`src/csbm_pkg.sv`:
```
package csbm_pkg;
  // printed register indices, byte address is four times the index
  localparam logic [7:0]  IDX_BANK_SEL  = 8'h9F;  // flash_bank_select
  localparam logic [7:0]  IDX_ARB_CTRL  = 8'hC7;  // memory_arbiter_control
  localparam logic [11:0] ADDR_BANK_SEL = {2'h0, IDX_BANK_SEL, 2'h0};
  localparam logic [11:0] ADDR_ARB_CTRL = {2'h0, IDX_ARB_CTRL, 2'h0};
  // memory_arbiter_control fields
  localparam int          ARB_UNIF_BIT  = 6;      // unified_map_enable
  localparam int          ARB_MAP_LSB   = 4;      // bank select copy, bits 5:4
  localparam int          ARB_CDIS_BIT  = 1;      // instruction_cache_off
  localparam int          ARB_RSV_BIT   = 0;      // reserved, software keeps it 1
  // flash_bank_select fields
  localparam int          BANK_MAP_LSB  = 0;      // bank_select_alias, bits 1:0
  // reset values
  localparam logic [1:0]  MAP_RST       = 2'h1;
  localparam logic        UNIF_RST      = 1'b0;
  localparam logic        CDIS_RST      = 1'b0;
  localparam logic        RSV_RST       = 1'b1;
  // code space layout
  localparam logic [15:0] RAM_BASE      = 16'hE000; // unified view of on-chip ram
  // ahb encodings
  localparam logic [1:0]  HTRANS_NONSEQ = 2'h2;
  localparam logic [1:0]  HTRANS_SEQ    = 2'h3;
  // arbiter requestor
  typedef enum logic {
    CSBM_SRC_CPU = 1'b0,
    CSBM_SRC_DMA = 1'b1
  } csbm_src_t;
endpackage

```
`src/csbm_top.sv`:
```
// What this block does
// - unified bit maps on-chip ram into code from E000
// - bank field picks upper window flash bank
// - bank n maps to physical n times 32K
// - bank field resets to one
// - both bank fields share one storage
// - banking present only in four-bank variant
// - cache-off bit invalidates and bypasses cache
// - unused bits read zero, ignore writes
// - arbiter serves cpu and dma requests
module csbm_top #(
  parameter bit FOUR_BANKS = 1'b1          // variant with four 32 KB banks
) (
  // clock and reset
  input  wire logic        sys_clk,
  input  wire logic        nrst,
  // ahb-lite slave
  input  wire logic        hsel,
  input  wire logic [11:0] haddr,
  input  wire logic [1:0]  htrans,
  input  wire logic        hwrite,
  input  wire logic [2:0]  hsize,
  input  wire logic        hready,
  input  wire logic [31:0] hwdata,
  output logic      [31:0] hrdata,
  output logic             hreadyout,
  output logic             hresp,
  // cpu code fetch request
  input  wire logic        cpu_req,
  input  wire logic [15:0] cpu_addr,
  output logic             cpu_gnt,
  // dma code space request
  input  wire logic        dma_req,
  input  wire logic [15:0] dma_addr,
  output logic             dma_gnt,
  // translated access toward memories
  output logic             mem_valid,
  output logic [16:0]      mem_addr,
  output logic             mem_to_ram,
  output logic             mem_src,
  // instruction cache control
  output logic             cache_bypass,
  output logic             cache_invalidate
);

  logic        rst_meta_ff;              // reset release stage one
  logic        rst_n;                    // synchronised reset
  logic [1:0]  map_ff;                   // shared bank select storage
  logic        unif_ff;                  // unified mapping enable
  logic        cdis_ff;                  // cache disable
  logic        rsv_ff;                   // reserved bit zero
  logic        inv_ff;                   // invalidate pulse
  logic        wr_pend_ff;               // write data phase pending
  logic [11:0] wr_addr_ff;               // address of pending write
  logic [31:0] rdata_ff;                 // read data register
  logic        last_dma_ff;              // dma served last
  logic        mem_valid_ff;
  logic [16:0] mem_addr_ff;
  logic        mem_ram_ff;
  logic        mem_src_ff;
  logic [1:0]  nxt_map;
  logic        nxt_unif;
  logic        nxt_cdis;
  logic        nxt_rsv;
  logic        addr_ok;                  // valid address phase
  logic [1:0]  eff_bank;                 // bank seen by the window
  logic [15:0] sel_addr;                 // granted code address
  logic [17:0] xlat;                     // {to_ram, physical}

  // arbiter control register image, unused bits zero
  function automatic logic [7:0] arb_img(logic u, logic [1:0] m, logic c, logic r);
    logic [7:0] v;
    v = 8'h00;
    v[csbm_pkg::ARB_UNIF_BIT] = u;
    v[csbm_pkg::ARB_MAP_LSB +: 2] = m;
    v[csbm_pkg::ARB_CDIS_BIT] = c;
    v[csbm_pkg::ARB_RSV_BIT] = r;
    return v;
  endfunction

  // bank map register image, bits 7:2 zero
  function automatic logic [7:0] bank_img(logic [1:0] m);
    logic [7:0] v;
    v = 8'h00;
    v[csbm_pkg::BANK_MAP_LSB +: 2] = m;
    return v;
  endfunction

  // code address to physical address
  function automatic logic [17:0] map_code(logic [15:0] a, logic [1:0] b, logic u);
    logic [17:0] r;
    r = {1'b0, 1'b0, a};
    if (u && a >= csbm_pkg::RAM_BASE) begin
      r = {1'b1, 1'b0, a - csbm_pkg::RAM_BASE};
    end else if (a[15]) begin
      r = {1'b0, b, a[14:0]};
    end
    return r;
  endfunction

  // reset release through two flops
  always_ff @(posedge sys_clk or negedge nrst) begin
    if (!nrst) begin
      rst_meta_ff <= 1'b0;
      rst_n       <= 1'b0;
    end else begin
      rst_meta_ff <= 1'b1;
      rst_n       <= rst_meta_ff;
    end
  end

  // ahb address phase qualifier
  assign addr_ok = hsel && hready && (htrans == csbm_pkg::HTRANS_NONSEQ ||
                                      htrans == csbm_pkg::HTRANS_SEQ);

  // write data phase tracking
  always_ff @(posedge sys_clk or negedge rst_n) begin
    if (!rst_n) begin
      wr_pend_ff <= 1'b0;
      wr_addr_ff <= 12'h000;
    end else begin
      wr_pend_ff <= addr_ok && hwrite;
      wr_addr_ff <= haddr;
    end
  end

  // next register values from the write data phase
  always_comb begin
    nxt_map  = map_ff;
    nxt_unif = unif_ff;
    nxt_cdis = cdis_ff;
    nxt_rsv  = rsv_ff;
    if (wr_pend_ff && wr_addr_ff == csbm_pkg::ADDR_ARB_CTRL) begin
      nxt_map  = hwdata[csbm_pkg::ARB_MAP_LSB +: 2];
      nxt_unif = hwdata[csbm_pkg::ARB_UNIF_BIT];
      nxt_cdis = hwdata[csbm_pkg::ARB_CDIS_BIT];
      nxt_rsv  = hwdata[csbm_pkg::ARB_RSV_BIT];
    end else if (wr_pend_ff && wr_addr_ff == csbm_pkg::ADDR_BANK_SEL) begin
      nxt_map  = hwdata[csbm_pkg::BANK_MAP_LSB +: 2];
    end
  end

  // control registers
  always_ff @(posedge sys_clk or negedge rst_n) begin
    if (!rst_n) begin
      map_ff  <= csbm_pkg::MAP_RST;
      unif_ff <= csbm_pkg::UNIF_RST;
      cdis_ff <= csbm_pkg::CDIS_RST;
      rsv_ff  <= csbm_pkg::RSV_RST;
    end else begin
      map_ff  <= nxt_map;
      unif_ff <= nxt_unif;
      cdis_ff <= nxt_cdis;
      rsv_ff  <= nxt_rsv;
    end
  end

  // read data captured from next values so a write just before is seen
  always_ff @(posedge sys_clk or negedge rst_n) begin
    if (!rst_n) begin
      rdata_ff <= 32'h00000000;
    end else if (addr_ok && !hwrite) begin
      if (haddr == csbm_pkg::ADDR_ARB_CTRL) begin
        rdata_ff <= {24'h000000, arb_img(nxt_unif, nxt_map, nxt_cdis, nxt_rsv)};
      end else if (haddr == csbm_pkg::ADDR_BANK_SEL) begin
        rdata_ff <= {24'h000000, bank_img(nxt_map)};
      end else begin
        rdata_ff <= 32'h00000000;                      // unmapped reads zero
      end
    end
  end

  // bus answers: no wait states, always okay
  assign hrdata    = rdata_ff;
  assign hreadyout = 1'b1;
  assign hresp     = 1'b0;

  // cache control, invalidate pulses when the cache is turned off
  always_ff @(posedge sys_clk or negedge rst_n) begin
    if (!rst_n) begin
      inv_ff <= 1'b0;
    end else begin
      inv_ff <= nxt_cdis && !cdis_ff;
    end
  end
  assign cache_bypass     = cdis_ff;
  assign cache_invalidate = inv_ff;

  // smaller variants keep a fixed window on the second bank
  assign eff_bank = FOUR_BANKS ? map_ff : csbm_pkg::MAP_RST;

  // round robin between cpu and dma
  always_comb begin
    cpu_gnt = 1'b0;
    dma_gnt = 1'b0;
    if (cpu_req && dma_req) begin
      cpu_gnt = last_dma_ff;
      dma_gnt = !last_dma_ff;
    end else begin
      cpu_gnt = cpu_req;
      dma_gnt = dma_req;
    end
  end
  assign sel_addr = dma_gnt ? dma_addr : cpu_addr;
  assign xlat     = map_code(sel_addr, eff_bank, unif_ff);

  // fairness state
  always_ff @(posedge sys_clk or negedge rst_n) begin
    if (!rst_n) begin
      last_dma_ff <= 1'b0;
    end else if (cpu_gnt || dma_gnt) begin
      last_dma_ff <= dma_gnt;
    end
  end

  // registered translated access
  always_ff @(posedge sys_clk or negedge rst_n) begin
    if (!rst_n) begin
      mem_valid_ff <= 1'b0;
      mem_addr_ff  <= 17'h00000;
      mem_ram_ff   <= 1'b0;
      mem_src_ff   <= csbm_pkg::CSBM_SRC_CPU;
    end else begin
      mem_valid_ff <= cpu_gnt || dma_gnt;
      mem_addr_ff  <= xlat[16:0];
      mem_ram_ff   <= xlat[17];
      mem_src_ff   <= dma_gnt;
    end
  end
  assign mem_valid  = mem_valid_ff;
  assign mem_addr   = mem_addr_ff;
  assign mem_to_ram = mem_ram_ff;
  assign mem_src    = mem_src_ff;
endmodule // csbm_top
```
`config.mk`:
```
export PLATFORM = sky130hd
export DESIGN_NAME = csbm_top
export DESIGN_NICKNAME = d
export VERILOG_FILES = /design/src/csbm_pkg.sv /design/src/csbm_top.sv
export SDC_FILE = /design/constraint.sdc
export NUM_CORES = 1
export LEC_CHECK = 0
export ABC_AREA = 1
export ABC_CLOCK_PERIOD_IN_PS = 3030
export BUFFER_PORTS_ARGS = -buffer_cell sky130_fd_sc_hd__buf_2
export CORE_MARGIN = 5
export CORE_UTILIZATION = 44
export CTS_CLUSTER_SIZE = 8
export DETAILED_ROUTE_END_ITERATION = 10
export GPL_TIMING_DRIVEN = 0
export HOLD_SLACK_MARGIN = 0.15
export PLACE_DENSITY_LB_ADDON = 0.05
export SETUP_SLACK_MARGIN = 0.2
export SYNTH_ARGS = -nofsm -noshare
export SYNTH_HDL_FRONTEND = slang
export SYNTH_SLANG_ARGS = --single-unit
```
`constraint.sdc`:
```
create_clock -name sys_clk -period 3.03 [get_ports sys_clk]
set_input_delay 0.1515 -clock sys_clk [delete_from_list [all_inputs] [get_ports sys_clk]]
set_output_delay 0.1515 -clock sys_clk [all_outputs]
set_load 0.05 [all_outputs]
```
==> results.md, run 1 <==
### Outcome
- status: completed

### Clock network
- clock tree from TritonCTS: built
- Longest Clk Path Bufs: 2
- total of hold buffers inserted after clock tree synthesis: 47
- clock root buffer: sky130_fd_sc_hd__clkbuf_8
- number of clock buffers inserted by TritonCTS: 5
- clock network latency to the later pin of the worst-skew pair: 0.29 ns
- number of H-tree branching levels: 2
- Post CTS Setup Buffer Count: 0
- clock edge transition at the registers on the reported setup and hold paths: 0.08 ns
- CTS sink count: 47
- cells resized by post-CTS repair: 0

### Worst setup path
- nature of the critical path startpoint: input pin
- slack of the worst reg-to-reg path: 1.18 ns
- destination of the worst register-to-register timing path: mem_addr[13]
- family with the most delay on the worst path: buffers and inverters
- count of buffer and inverter cells on the critical path: 5
- path type of the worst setup path: in -> reg
- critical-path maximum fanout: 10
- CP max stage cell: sky130_fd_sc_hd__dlygate4sd3_1
- data required time at the worst endpoint: 3.21 ns
- Reg2Reg Launch Point: last_dma_ff
- Worst R2R Path Depth: 10
- Crit path top cell by count: sky130_fd_sc_hd__nand2_1
- CP peak stage delay: 0.55 ns
- signal arrival time at the worst endpoint: 2.12 ns
- cell-by-cell trace of the critical path: dlygate4sd3_1 -> buf_2 -> nand2_1 -> buf_4 -> nand2_1 -> nand2_1 -> nand4_1 -> inv_1 -> a21oi_1 -> dlygate4sd3_1
- Crit. End Element: register

### Placed design
- number of placed instances, taps included: 400
- number of buffers inserted by port buffering: 85
- Area after DPL: 2730 µm²
- routability cong.: 0.739
- estimated wirelength of the detail-placed design: 3.68 mm

### Timing
- number of hold-slack violations in the final timing report: 0
- setup TNS: 0 ns
- worst clock skew on the final layout: 0.00393 ns
- Final Cycle Share: 64.1%
- Slew Limit Fails: 0
- highest achievable clock rate: 0.515 GHz
- final setup violating endpoints: 0
- unrepaired setup endpoints after global routing: false
- min cycle time layout: 1.94 ns

### Detailed routing
- antenna-violating nets left: 0
- via density per instance: 4.19
- drt drc: 0
- vias after detailed routing: 1909
- first-pass detailed-route iteration total: 4
- Starting DRT DRC Count: 52
- routed len/inst: 10.8 µm
- total detailed-routing wirelength: 4.94 mm

### Hold path
- startpoint of the lowest-slack hold path: hwdata[6]
- Worst Hold Class: in -> reg
- hold endpoint: unif_ff
- hold depth: 3

### Synthesis
- Yosys reg bits: 47
- average cell area after synthesis: 9.10 µm²
- number of flops mapped to enable cells by yosys: 0
- fraction of registers with async set/reset: 100%
- Gate Count Post-Synth: 232
- synthesized cell area: 2110 µm²
- distinct cell type count after synthesis: 30
- Post-synth top flop: sky130_fd_sc_hd__dfrtp_1
- number of warnings issued by yosys: 0
- sequential area share after synthesis: 55.8%

### Die
- die area: 6290 µm²
- number of ports placed on the die boundary: 146
- initial cell density of the core: 45.0%
- vertical die dimension: 79.3 µm
- floorplan row count: 25
- overall die width: 79.3 µm
- core outline area: 4690 µm²

### Global route
- largest net degree at the start of global routing: 40
- met2 Resource Use GR: 30.2%
- global route hottest layer: met2
- total gr overflow: 0
- via count of the first global-routing pass: 1994
- GRT Util Overall: 16.9%
- wire length of the first global-routing pass: 8.32 mm
- GR Layer Usage met3: 6.24%
- number of antenna violations at the first check in global routing: 0
- fraction of met1 tracks used by global routing: 18.2%

### Cells and area
- NumNets Final: 490
- post-synthesis to final-layout area growth: 56.8%
- share of post-route cells with drive strength above 1: 34.3%
- final cell area excluding filler cells: 3310 µm²
- Non-Filler Instances: 456
- Filler cells: 382
- final antenna diode count: 0

### Job
- max-cap check violation count: 0

### Power and ir drop
- maximum vdd drop: 0.214 mV
- pwr dens: 455 nW/µm²
- leak pwr: 0.00184 µW

worst max-delay path by stage:
stage / from / end / slack (ns) / cells past startpoint
after detailed placement: last_dma_ff / dma_gnt / 1.48 / 5
after floorplan: last_dma_ff / cpu_gnt / 1.39 / 2
after CTS: dma_req / dma_gnt / 1.09 / 6
after global routing: dma_req / mem_addr[13] / 0.91 / 10
final: dma_req / mem_addr[13] / 1.09 / 10
after global placement: rst_n / mem_addr[1] / 1.13 / 0
Yosys cell counts (3+ instances only):
| cell type | number | area share (%) |
|---|---|---|
| sky130_fd_sc_hd__nand2_1 | 71 | 13 |
| sky130_fd_sc_hd__nand2_2 | 3 | 0.89 |
| sky130_fd_sc_hd__o21ai_0 | 4 | 0.95 |
| sky130_fd_sc_hd__nor2_1 | 15 | 2.7 |
| sky130_fd_sc_hd__inv_1 | 20 | 3.6 |
| sky130_fd_sc_hd__buf_4 | 30 | 11 |
| sky130_fd_sc_hd__dfrtp_1 | 45 | 53 |
| sky130_fd_sc_hd__nand3_1 | 12 | 2.8 |
final cells by class:
type                            count  area [µm²]  share of cell area [%]
Buffer                             32         233                    7.03
Clock buffer                        8         100                    3.02
Inverter                           20        75.1                    2.27
Multi-Input combinational cell    161         731                    22.1
Sequential cell                    47        1180                    35.6
Tap cell                           54        67.6                    2.04
Timing Repair Buffer              134         926                    28.0
flip-flops by register name, indices dropped and copies added (netlist names):
signal	flops
mem_addr	17
wr_addr_ff	12
hrdata	5
eff_bank	2
cache_bypass	1
cache_invalidate	1
last_dma_ff	1
mem_src	1
mem_to_ram	1
mem_valid	1
rst_meta_ff	1
rst_n	1
rsv_ff	1
unif_ff	1
wr_pend_ff	1
placed cells by master, fill, tap and decap left out, types with 2 or more instances in the layout:
| cell | synthesis | final |
|---|---|---|
| sky130_fd_sc_hd__or2_2 | 2 | 2 |
| sky130_fd_sc_hd__nand2_1 | 71 | 71 |
| sky130_fd_sc_hd__a21oi_1 | 2 | 2 |
| sky130_fd_sc_hd__inv_1 | 20 | 20 |
| sky130_fd_sc_hd__clkbuf_8 | 0 | 7 |
| sky130_fd_sc_hd__and2_1 | 2 | 2 |
| sky130_fd_sc_hd__nor2_4 | 2 | 2 |
| sky130_fd_sc_hd__a21boi_0 | 2 | 2 |
| sky130_fd_sc_hd__dfrtp_1 | 45 | 44 |
| sky130_fd_sc_hd__dlygate4sd3_1 | 0 | 48 |
| sky130_fd_sc_hd__clkbuf_1 | 1 | 2 |
| sky130_fd_sc_hd__nand4_1 | 2 | 2 |
| sky130_fd_sc_hd__conb_1 | 2 | 30 |
| sky130_fd_sc_hd__nand3b_1 | 2 | 2 |
| sky130_fd_sc_hd__nor3_1 | 2 | 2 |
| sky130_fd_sc_hd__nor2_1 | 15 | 15 |
| sky130_fd_sc_hd__nand2_2 | 3 | 3 |
| sky130_fd_sc_hd__buf_2 | 0 | 85 |
| sky130_fd_sc_hd__dfstp_2 | 2 | 2 |
| sky130_fd_sc_hd__o21ai_0 | 4 | 4 |
| sky130_fd_sc_hd__buf_4 | 30 | 30 |
| sky130_fd_sc_hd__nand3_1 | 12 | 12 |
tightest hold or removal path: stages:
cell and delay (ns):
sky130_fd_sc_hd__buf_2 0.08, sky130_fd_sc_hd__nand3_1 0.07, sky130_fd_sc_hd__nand2_1 0.10
power by group:
group / switching (µW) / internal, µW / leakage (µW) / total, µW
sequential: 11.8 / 666 / 0.000561 / 678
clock: 193 / 208 / 0.0000515 / 402
combinational: 279 / 149 / 0.00123 / 427
total: 484 / 1020 / 0.00184 / 1510
routing by layer:
metal	share of wire, %	routed length (µm)	vias to the layer above
li1	-	-	992
met1	40	1980	836
met2	50	2470	73
met3	8.3	408	8
met4	1.8	89	0
met5	0	0	-
per-stage QoR:
step	worst slack (ns)	hold slack, ns	total power, µW	utilization, %
after floorplan	1.39	-0.144	969	-
after global placement	1.13	-0.0621	1050	57.8
after detailed placement	1.48	-0.0589	1060	58.2
after CTS	1.09	0.151	1520	70.4
after global routing	0.911	0.172	1590	70.6
final	1.09	0.160	1510	70.6
logic make-up after synthesis:
family | synth area share, %
other | 0.356
AOI/OAI and AO/OA | 3.67
adders and majority gates | 0.592
buffers and inverters | 14.6
DFF | 55.8
and+or+nand+nor | 25.0
Power figures use the tool's default switching activity.
==> run 2, diff against run 1 <==
--- a/config.mk
+++ b/config.mk
@@ -6,10 +6,10 @@
 export NUM_CORES = 1
 export LEC_CHECK = 0
 export ABC_AREA = 1
-export ABC_CLOCK_PERIOD_IN_PS = 3030
+export ABC_CLOCK_PERIOD_IN_PS = 1670
 export BUFFER_PORTS_ARGS = -buffer_cell sky130_fd_sc_hd__buf_2
 export CORE_MARGIN = 5
-export CORE_UTILIZATION = 44
+export CORE_UTILIZATION = 37
 export CTS_CLUSTER_SIZE = 8
 export DETAILED_ROUTE_END_ITERATION = 10
 export GPL_TIMING_DRIVEN = 0
==> constraint.sdc (replaced) <==
create_clock -name sys_clk -period 1.67 [get_ports sys_clk]
set_input_delay 0.0835 -clock sys_clk [delete_from_list [all_inputs] [get_ports sys_clk]]
set_output_delay 0.0835 -clock sys_clk [all_outputs]
set_load 0.05 [all_outputs]
==> results.md, run 2 (synthesis results as in run 1) <==
### Global route
- GRT Util Overall: 15.0%, -1.9 points
- largest net degree at the start of global routing: 36, -10%
- total gr overflow: 0, unchanged
- wire length of the first global-routing pass: 8.70 mm, +4.6%
- via count of the first global-routing pass: 1980, -0.70%
- number of antenna violations at the first check in global routing: 0, unchanged

### Die
- number of ports placed on the die boundary: 146, unchanged
- core outline area: 5540 µm², +18%
- floorplan row count: 27, +8.0%
- die area: 7320 µm², +16%
- vertical die dimension: 85.6 µm, +7.9%
- overall die width: 85.6 µm, +7.9%
- initial cell density of the core: 38.1%, -6.9 points

### Clock network
- number of clock buffers inserted by TritonCTS: 5, unchanged
- clock tree from TritonCTS: built
- clock network latency to the later pin of the worst-skew pair: 0.29 ns, about the same
- clock edge transition at the registers on the reported setup and hold paths: 0.08 ns, about the same
- Longest Clk Path Bufs: 2, unchanged
- CTS sink count: 47, unchanged
- number of H-tree branching levels: 2, unchanged
- clock root buffer: sky130_fd_sc_hd__clkbuf_8

### Placed design
- setup slack after placement: 0.162 ns, -1.32 ns
- routability cong.: 0.728, -1.5%
- number of buffers inserted by port buffering: 85, unchanged
- estimated wirelength of the detail-placed design: 3.79 mm, +3.0%

### Cells and area
- area of the multi-input gates: 777 µm², +6.3%
- most common library cell in the layout ignoring fill and taps: sky130_fd_sc_hd__buf_2
- share of post-route cells with drive strength above 1: 37.1%, +2.7 points
- final antenna diode count: 0, unchanged
- commonest non-fill, non-tap cells in the layout: 84 x sky130_fd_sc_hd__buf_2, 64 x sky130_fd_sc_hd__nand2_1, 52 x sky130_fd_sc_hd__dlygate4sd3_1
- sequential cell area in the final layout: 1180 µm², unchanged
- number of flip-flops under the largest register name: 17, unchanged
- Filler cells: 513, +34%
- post-synthesis to final-layout area growth: 63.8%
- NumNets Final: 498, +1.6%

### Worst setup path
- data required time at the worst endpoint: 1.86 ns, -1.35 ns
- cell-by-cell trace of the critical path: nor2_2 -> nand2_2 -> nor2_4 -> nand2_4 -> or2_1 -> and2_4 -> nand2_2 -> nand2_2
- path type of the worst setup path: reg -> reg
- Worst R2R Path Depth: 8, -2
- slack of the worst reg-to-reg path: 0.23 ns, -0.95 ns
- destination of the worst register-to-register timing path: hrdata[4]
- CP peak stage delay: 0.39 ns, -0.16 ns
- Reg2Reg Launch Point: wr_addr_ff[1]
- family with the most delay on the worst path: simple AND/OR/NAND/NOR gates
- count of buffer and inverter cells on the critical path: 0, -5
- nature of the critical path startpoint: register
- CP max stage cell: sky130_fd_sc_hd__dfrtp_1
- critical-path maximum fanout: 8, -2
- Crit path top cell by count: sky130_fd_sc_hd__nand2_2
- Crit. End Element: register
- signal arrival time at the worst endpoint: 1.63 ns, -0.49 ns

### Detailed routing
- total detailed-routing wirelength: 5.39 mm, +9.1%
- drt drc: 0, unchanged
- antenna-violating nets left: 0, unchanged
- vias after detailed routing: 1941, +1.7%
- routed len/inst: 11.2 µm, +3.2%
- first-pass detailed-route iteration total: 4, unchanged
- Starting DRT DRC Count: 63, +21%
- via density per instance: 4.03, -3.8%

### Hold path
- Worst Hold Class: reg -> async

### Power and ir drop
- leak pwr: 0.00191 µW, +3.8%
- maximum vdd drop: 0.391 mV, +83%
- pwr dens: 782 nW/µm², +72%
- overall power: 2710 µW, +80%

### Timing
- highest achievable clock rate: 0.692 GHz
- worst clock skew on the final layout: 0.00816 ns, +0.00423 ns
- Final Cycle Share: 86.5%
- Slew Limit Fails: 0, unchanged
- setup TNS: 0 ns, unchanged
- number of hold-slack violations in the final timing report: 0, unchanged
- Worst Setup Slack, final: 0.225 ns, -0.862 ns
- unrepaired setup endpoints after global routing: true
- final setup violating endpoints: 0, unchanged
- min cycle time layout: 1.44 ns

### Job
- max-cap check violation count: 0, unchanged

### Outcome
- status: completed

run 2: cell types whose count changed in the layout (fill, tap and decap cells not counted), sizes merged:
cell         change
dlygate4sd3      +4
buf              +4
clkinv           +1
clkbuf           -1
run 2: per-layer routing:
metal / share of wire, % / GRT usage, % / vias up
met2: 50 / 25.9 / 72
li1: - / - / 1008
met1: 40 / 17.1 / 850
met5: 0 / 0 / -
met3: 7.9 / 4.71 / 11
met4: 2.2 / 6.62 / 0
run 2: how the worst max path moves through the flow:
stage,from,end,depth (start not counted)
after floorplan,last_dma_ff,mem_addr[10],6
after global placement,rst_n,wr_addr_ff[11],0
after detailed placement,last_dma_ff,dma_gnt,5
after CTS,last_dma_ff,dma_gnt,5
after global routing,wr_addr_ff[1],hrdata[4],8
final,wr_addr_ff[1],hrdata[4],8
run 2: repair_timing:
item / CTS / global route
setup buffers: 0 / 3
cloned: 0 / 1
hold buffers: 52 / 4
endpoints found under the setup margin: 2 / 13
pin swaps: 0 / 5
hold endpoints to repair: 37 / 4
resized for setup: 5 / 18
run 2: layout make-up:
| class | instances | area share [%] |
|---|---|---|
| clock inverters | 1 | 0.145 |
| well taps | 72 | 2.60 |
| flip-flops and latches | 47 | 34.1 |
| multi-input cells | 161 | 22.5 |
| inverters | 20 | 2.17 |
| repair buffers | 142 | 29.0 |
| plain buffers | 32 | 7.05 |
| clock buffers | 7 | 2.50 |
run 2: through the flow:
| step | utilization (%) | hold WS (ns) | cell area [µm²] | instances |
|---|---|---|---|---|
| 2_1_floorplan | - | -0.212 | 2220 | 260 |
| 3_3_place_gp | 49.3 | -0.131 | 2730 | 417 |
| 6_report | 62.4 | 0.144 | 3460 | 482 |
| 5_1_grt | 62.4 | 0.179 | 3460 | 482 |
| 3_5_place_dp | 49.7 | -0.127 | 2750 | 418 |
| 4_1_cts | 61.0 | 0.159 | 3380 | 478 |
run 2: report_power, final:
group          switching (µW)  internal, µW  total [µW]  leakage (µW)
registers                27.3          1210        1240      0.000561
clock network             349           334         683     0.0000482
logic                     514           272         786       0.00130
==> run 3, diff against run 2 <==
--- a/config.mk
+++ b/config.mk
@@ -6,7 +6,7 @@
 export NUM_CORES = 1
 export LEC_CHECK = 0
 export ABC_AREA = 1
-export ABC_CLOCK_PERIOD_IN_PS = 1670
+export ABC_CLOCK_PERIOD_IN_PS = 1300
 export BUFFER_PORTS_ARGS = -buffer_cell sky130_fd_sc_hd__buf_2
 export CORE_MARGIN = 5
 export CORE_UTILIZATION = 37
==> constraint.sdc (replaced) <==
create_clock -name sys_clk -period 1.3 [get_ports sys_clk]
set_input_delay 0.065 -clock sys_clk [delete_from_list [all_inputs] [get_ports sys_clk]]
set_output_delay 0.065 -clock sys_clk [all_outputs]
set_load 0.05 [all_outputs]
==> results.md, run 3 (synthesis results as in run 1) <==
### Cells and area
- most common library cell in the layout ignoring fill and taps: sky130_fd_sc_hd__buf_2
- NumNets Final: 503, +1.0%
- final antenna diode count: 0, unchanged
- final cell area excluding filler cells: 3700 µm², +7.0%
- commonest non-fill, non-tap cells in the layout: 83 x sky130_fd_sc_hd__buf_2, 51 x sky130_fd_sc_hd__dlygate4sd3_1, 44 x sky130_fd_sc_hd__nand2_1, 44 x sky130_fd_sc_hd__dfrtp_1, 36 x sky130_fd_sc_hd__buf_4
- share of post-route cells with drive strength above 1: 45.5%, +8.5 points
- number of flip-flops under the largest register name: 17, unchanged
- final core utilization: 66.8%, +4.4 points
- post-synthesis to final-layout area growth: 75.3%

### Detailed routing
- first-pass detailed-route iteration total: 4, unchanged
- drt drc: 0, unchanged
- via density per instance: 4.06, +0.86%
- vias after detailed routing: 1978, +1.9%
- routed len/inst: 12.2 µm, +9.4%
- routed length on met3: 386 µm, -9.8%
- routed length on met2: 3.11 mm, +16%
- Starting DRT DRC Count: 43, -32%
- total detailed-routing wirelength: 5.95 mm, +11%
- antenna-violating nets left: 0, unchanged
- total routed wire length on the met1 layer: 2.31 mm, +7.2%
- uppermost metal layer occupied by signal nets: met4

### Timing
- unrepaired setup endpoints after global routing: true
- Worst Setup Slack, final: -0.143 ns, -0.369 ns
- final setup violating endpoints: 12, +12
- min cycle time layout: 1.44 ns, -0.00144 ns
- transition time at the pin with the least slew margin: 0.587 ns
- number of hold-slack violations in the final timing report: 0, unchanged
- setup TNS: -0.989 ns, -0.989 ns
- Slew Limit Fails: 0, unchanged
- Final Cycle Share: 111%, +25 points
- highest achievable clock rate: 0.693 GHz, about the same
- headroom to the max-slew limit: 60.9%
- worst clock skew on the final layout: 0.0107 ns, +0.00256 ns

### Worst setup path
- signal arrival time at the worst endpoint: 1.65 ns, +0.02 ns
- nature of the critical path startpoint: register
- Crit. End Element: register
- destination of the worst register-to-register timing path: hrdata[4]
- critical-path maximum fanout: 5, -3
- Critical Path Source: wr_addr_ff[10]
- path type of the worst setup path: reg -> reg
- Worst R2R Path Depth: 8, unchanged
- data required time at the worst endpoint: 1.50 ns, -0.36 ns
- slack of the worst reg-to-reg path: -0.14 ns, -0.37 ns
- Reg2Reg Launch Point: wr_addr_ff[10]

### Clock network
- clock tree from TritonCTS: built
- total of hold buffers inserted after clock tree synthesis: 51, -1.9%
- number of H-tree branching levels: 2, unchanged
- number of clock buffers inserted by TritonCTS: 5, unchanged
- clock network latency to the later pin of the worst-skew pair: 0.30 ns, about the same
- CTS sink count: 47, unchanged
- clock edge transition at the registers on the reported setup and hold paths: 0.09 ns, about the same
- Longest Clk Path Bufs: 2, unchanged
- clock root buffer: sky130_fd_sc_hd__clkbuf_8

### Placed design
- estimated wirelength of the detail-placed design: 3.69 mm, -2.7%
- setup slack after placement: -0.148 ns, -0.309 ns
- routability cong.: 0.729, +0.18%
- number of buffers inserted by port buffering: 85, unchanged
- Area after DPL: 2750 µm², unchanged

### Power and ir drop
- share of total power in the clock network: 24.0%, -1.2 points
- switching power: 1220 µW, +38%
- pwr dens: 964 nW/µm², +23%
- Flop pwr share: 45.0%, -0.7 points
- switching part of the total: 34.3%, +1.4 points
- Internal: 2350 µW, +29%
- overall power: 3570 µW, +32%
- maximum vdd drop: 0.453 mV, +16%
- share of power burned in combinational logic: 31.0%, +1.9 points
- leak pwr: 0.00199 µW, +4.4%

### Die
- core outline area: 5540 µm², unchanged
- vertical die dimension: 85.6 µm, unchanged
- overall die width: 85.6 µm, unchanged
- initial cell density of the core: 38.1%, unchanged
- die area: 7320 µm², unchanged
- number of ports placed on the die boundary: 146, unchanged
- floorplan row count: 27, unchanged

### Outcome
- status: finished, violations left
- violated checks: negative setup slack

### Job
- max-cap check violation count: 0, unchanged

### Global route
- wire length of the first global-routing pass: 9.27 mm, +6.5%
- total gr overflow: 0, unchanged
- largest net degree at the start of global routing: 46, +28%
- number of antenna violations at the first check in global routing: 0, unchanged
- via count of the first global-routing pass: 2022, +2.1%
- GRT Util Overall: 15.9%, +0.85 points

### Hold path
- hold depth: 3
- startpoint of the lowest-slack hold path: dma_addr[13]
- Worst Hold Class: in -> reg
- hold endpoint: mem_addr[13]

[run 3: cell count changes in the layout (fill, tap and decap cells not counted), sizes merged]
cell / before / now
buf: 121 / 127
clkbuf: 8 / 9
clkinv: 1 / 0
dlygate4sd3: 52 / 51
[run 3: worst max path at each step]
stage,end,slack (ns),cells after the start
after detailed placement,hrdata[4],-0.15,8
after global routing,hrdata[4],-0.24,8
after CTS,hrdata[4],-0.15,8
after floorplan,hrdata[4],-0.04,8
after global placement,hrdata[4],-0.13,8
final,hrdata[4],-0.14,8
[run 3: final cells by class]
cell class / instances / area (µm²)
Clock buffer: 8 / 80.1
Timing Repair Buffer: 147 / 1060
Buffer: 32 / 273
Inverter: 20 / 80.1
Multi-Input combinational cell: 161 / 935
Fill cell: 473 / 1840
Sequential cell: 47 / 1180
Tap cell: 72 / 90.1
[run 3: metrics by stage]
step | cells | hold WS (ns)
floorplan | 260 | -0.231
global placement | 417 | -0.149
detailed placement | 417 | -0.147
CTS | 483 | 0.0513
global route | 487 | 0.0705
finish | 487 | 0.0694
[run 3: routing by layer]
metal	global-route usage, %	up-vias
met5	0	-
met4	5.18	0
met3	4.03	11
met2	27.8	69
met1	19.1	878
li1	-	1020
[run 3: what timing repair did]
action,4_1_cts,5_1_grt
setup buffers,6,4
endpoints found under the hold margin,41,1
pin swaps,5,12
endpoints found under the setup margin,69,31
resized for setup,33,42
gates cloned,1,0
[run 3: power by group through the flow]
stage,Combinational [µW],Clock (µW),Sequential [µW]
after global routing,1170,947,1620
final,1110,857,1610
after CTS,1040,877,1610
after global placement,833,0,1640
after detailed placement,840,0,1640
after floorplan,409,0,1860
[run 3: critical path, stage by stage, from the launching register on]
cell and delay [ns]:
sky130_fd_sc_hd__dfrtp_1 0.40, sky130_fd_sc_hd__nor2_4 0.14, sky130_fd_sc_hd__nand3_2 0.10, sky130_fd_sc_hd__nor2_4 0.12
sky130_fd_sc_hd__nand2_4 0.08, sky130_fd_sc_hd__or2_4 0.25, sky130_fd_sc_hd__and2_4 0.16, sky130_fd_sc_hd__nand2_2 0.06
sky130_fd_sc_hd__nand2_2 0.04
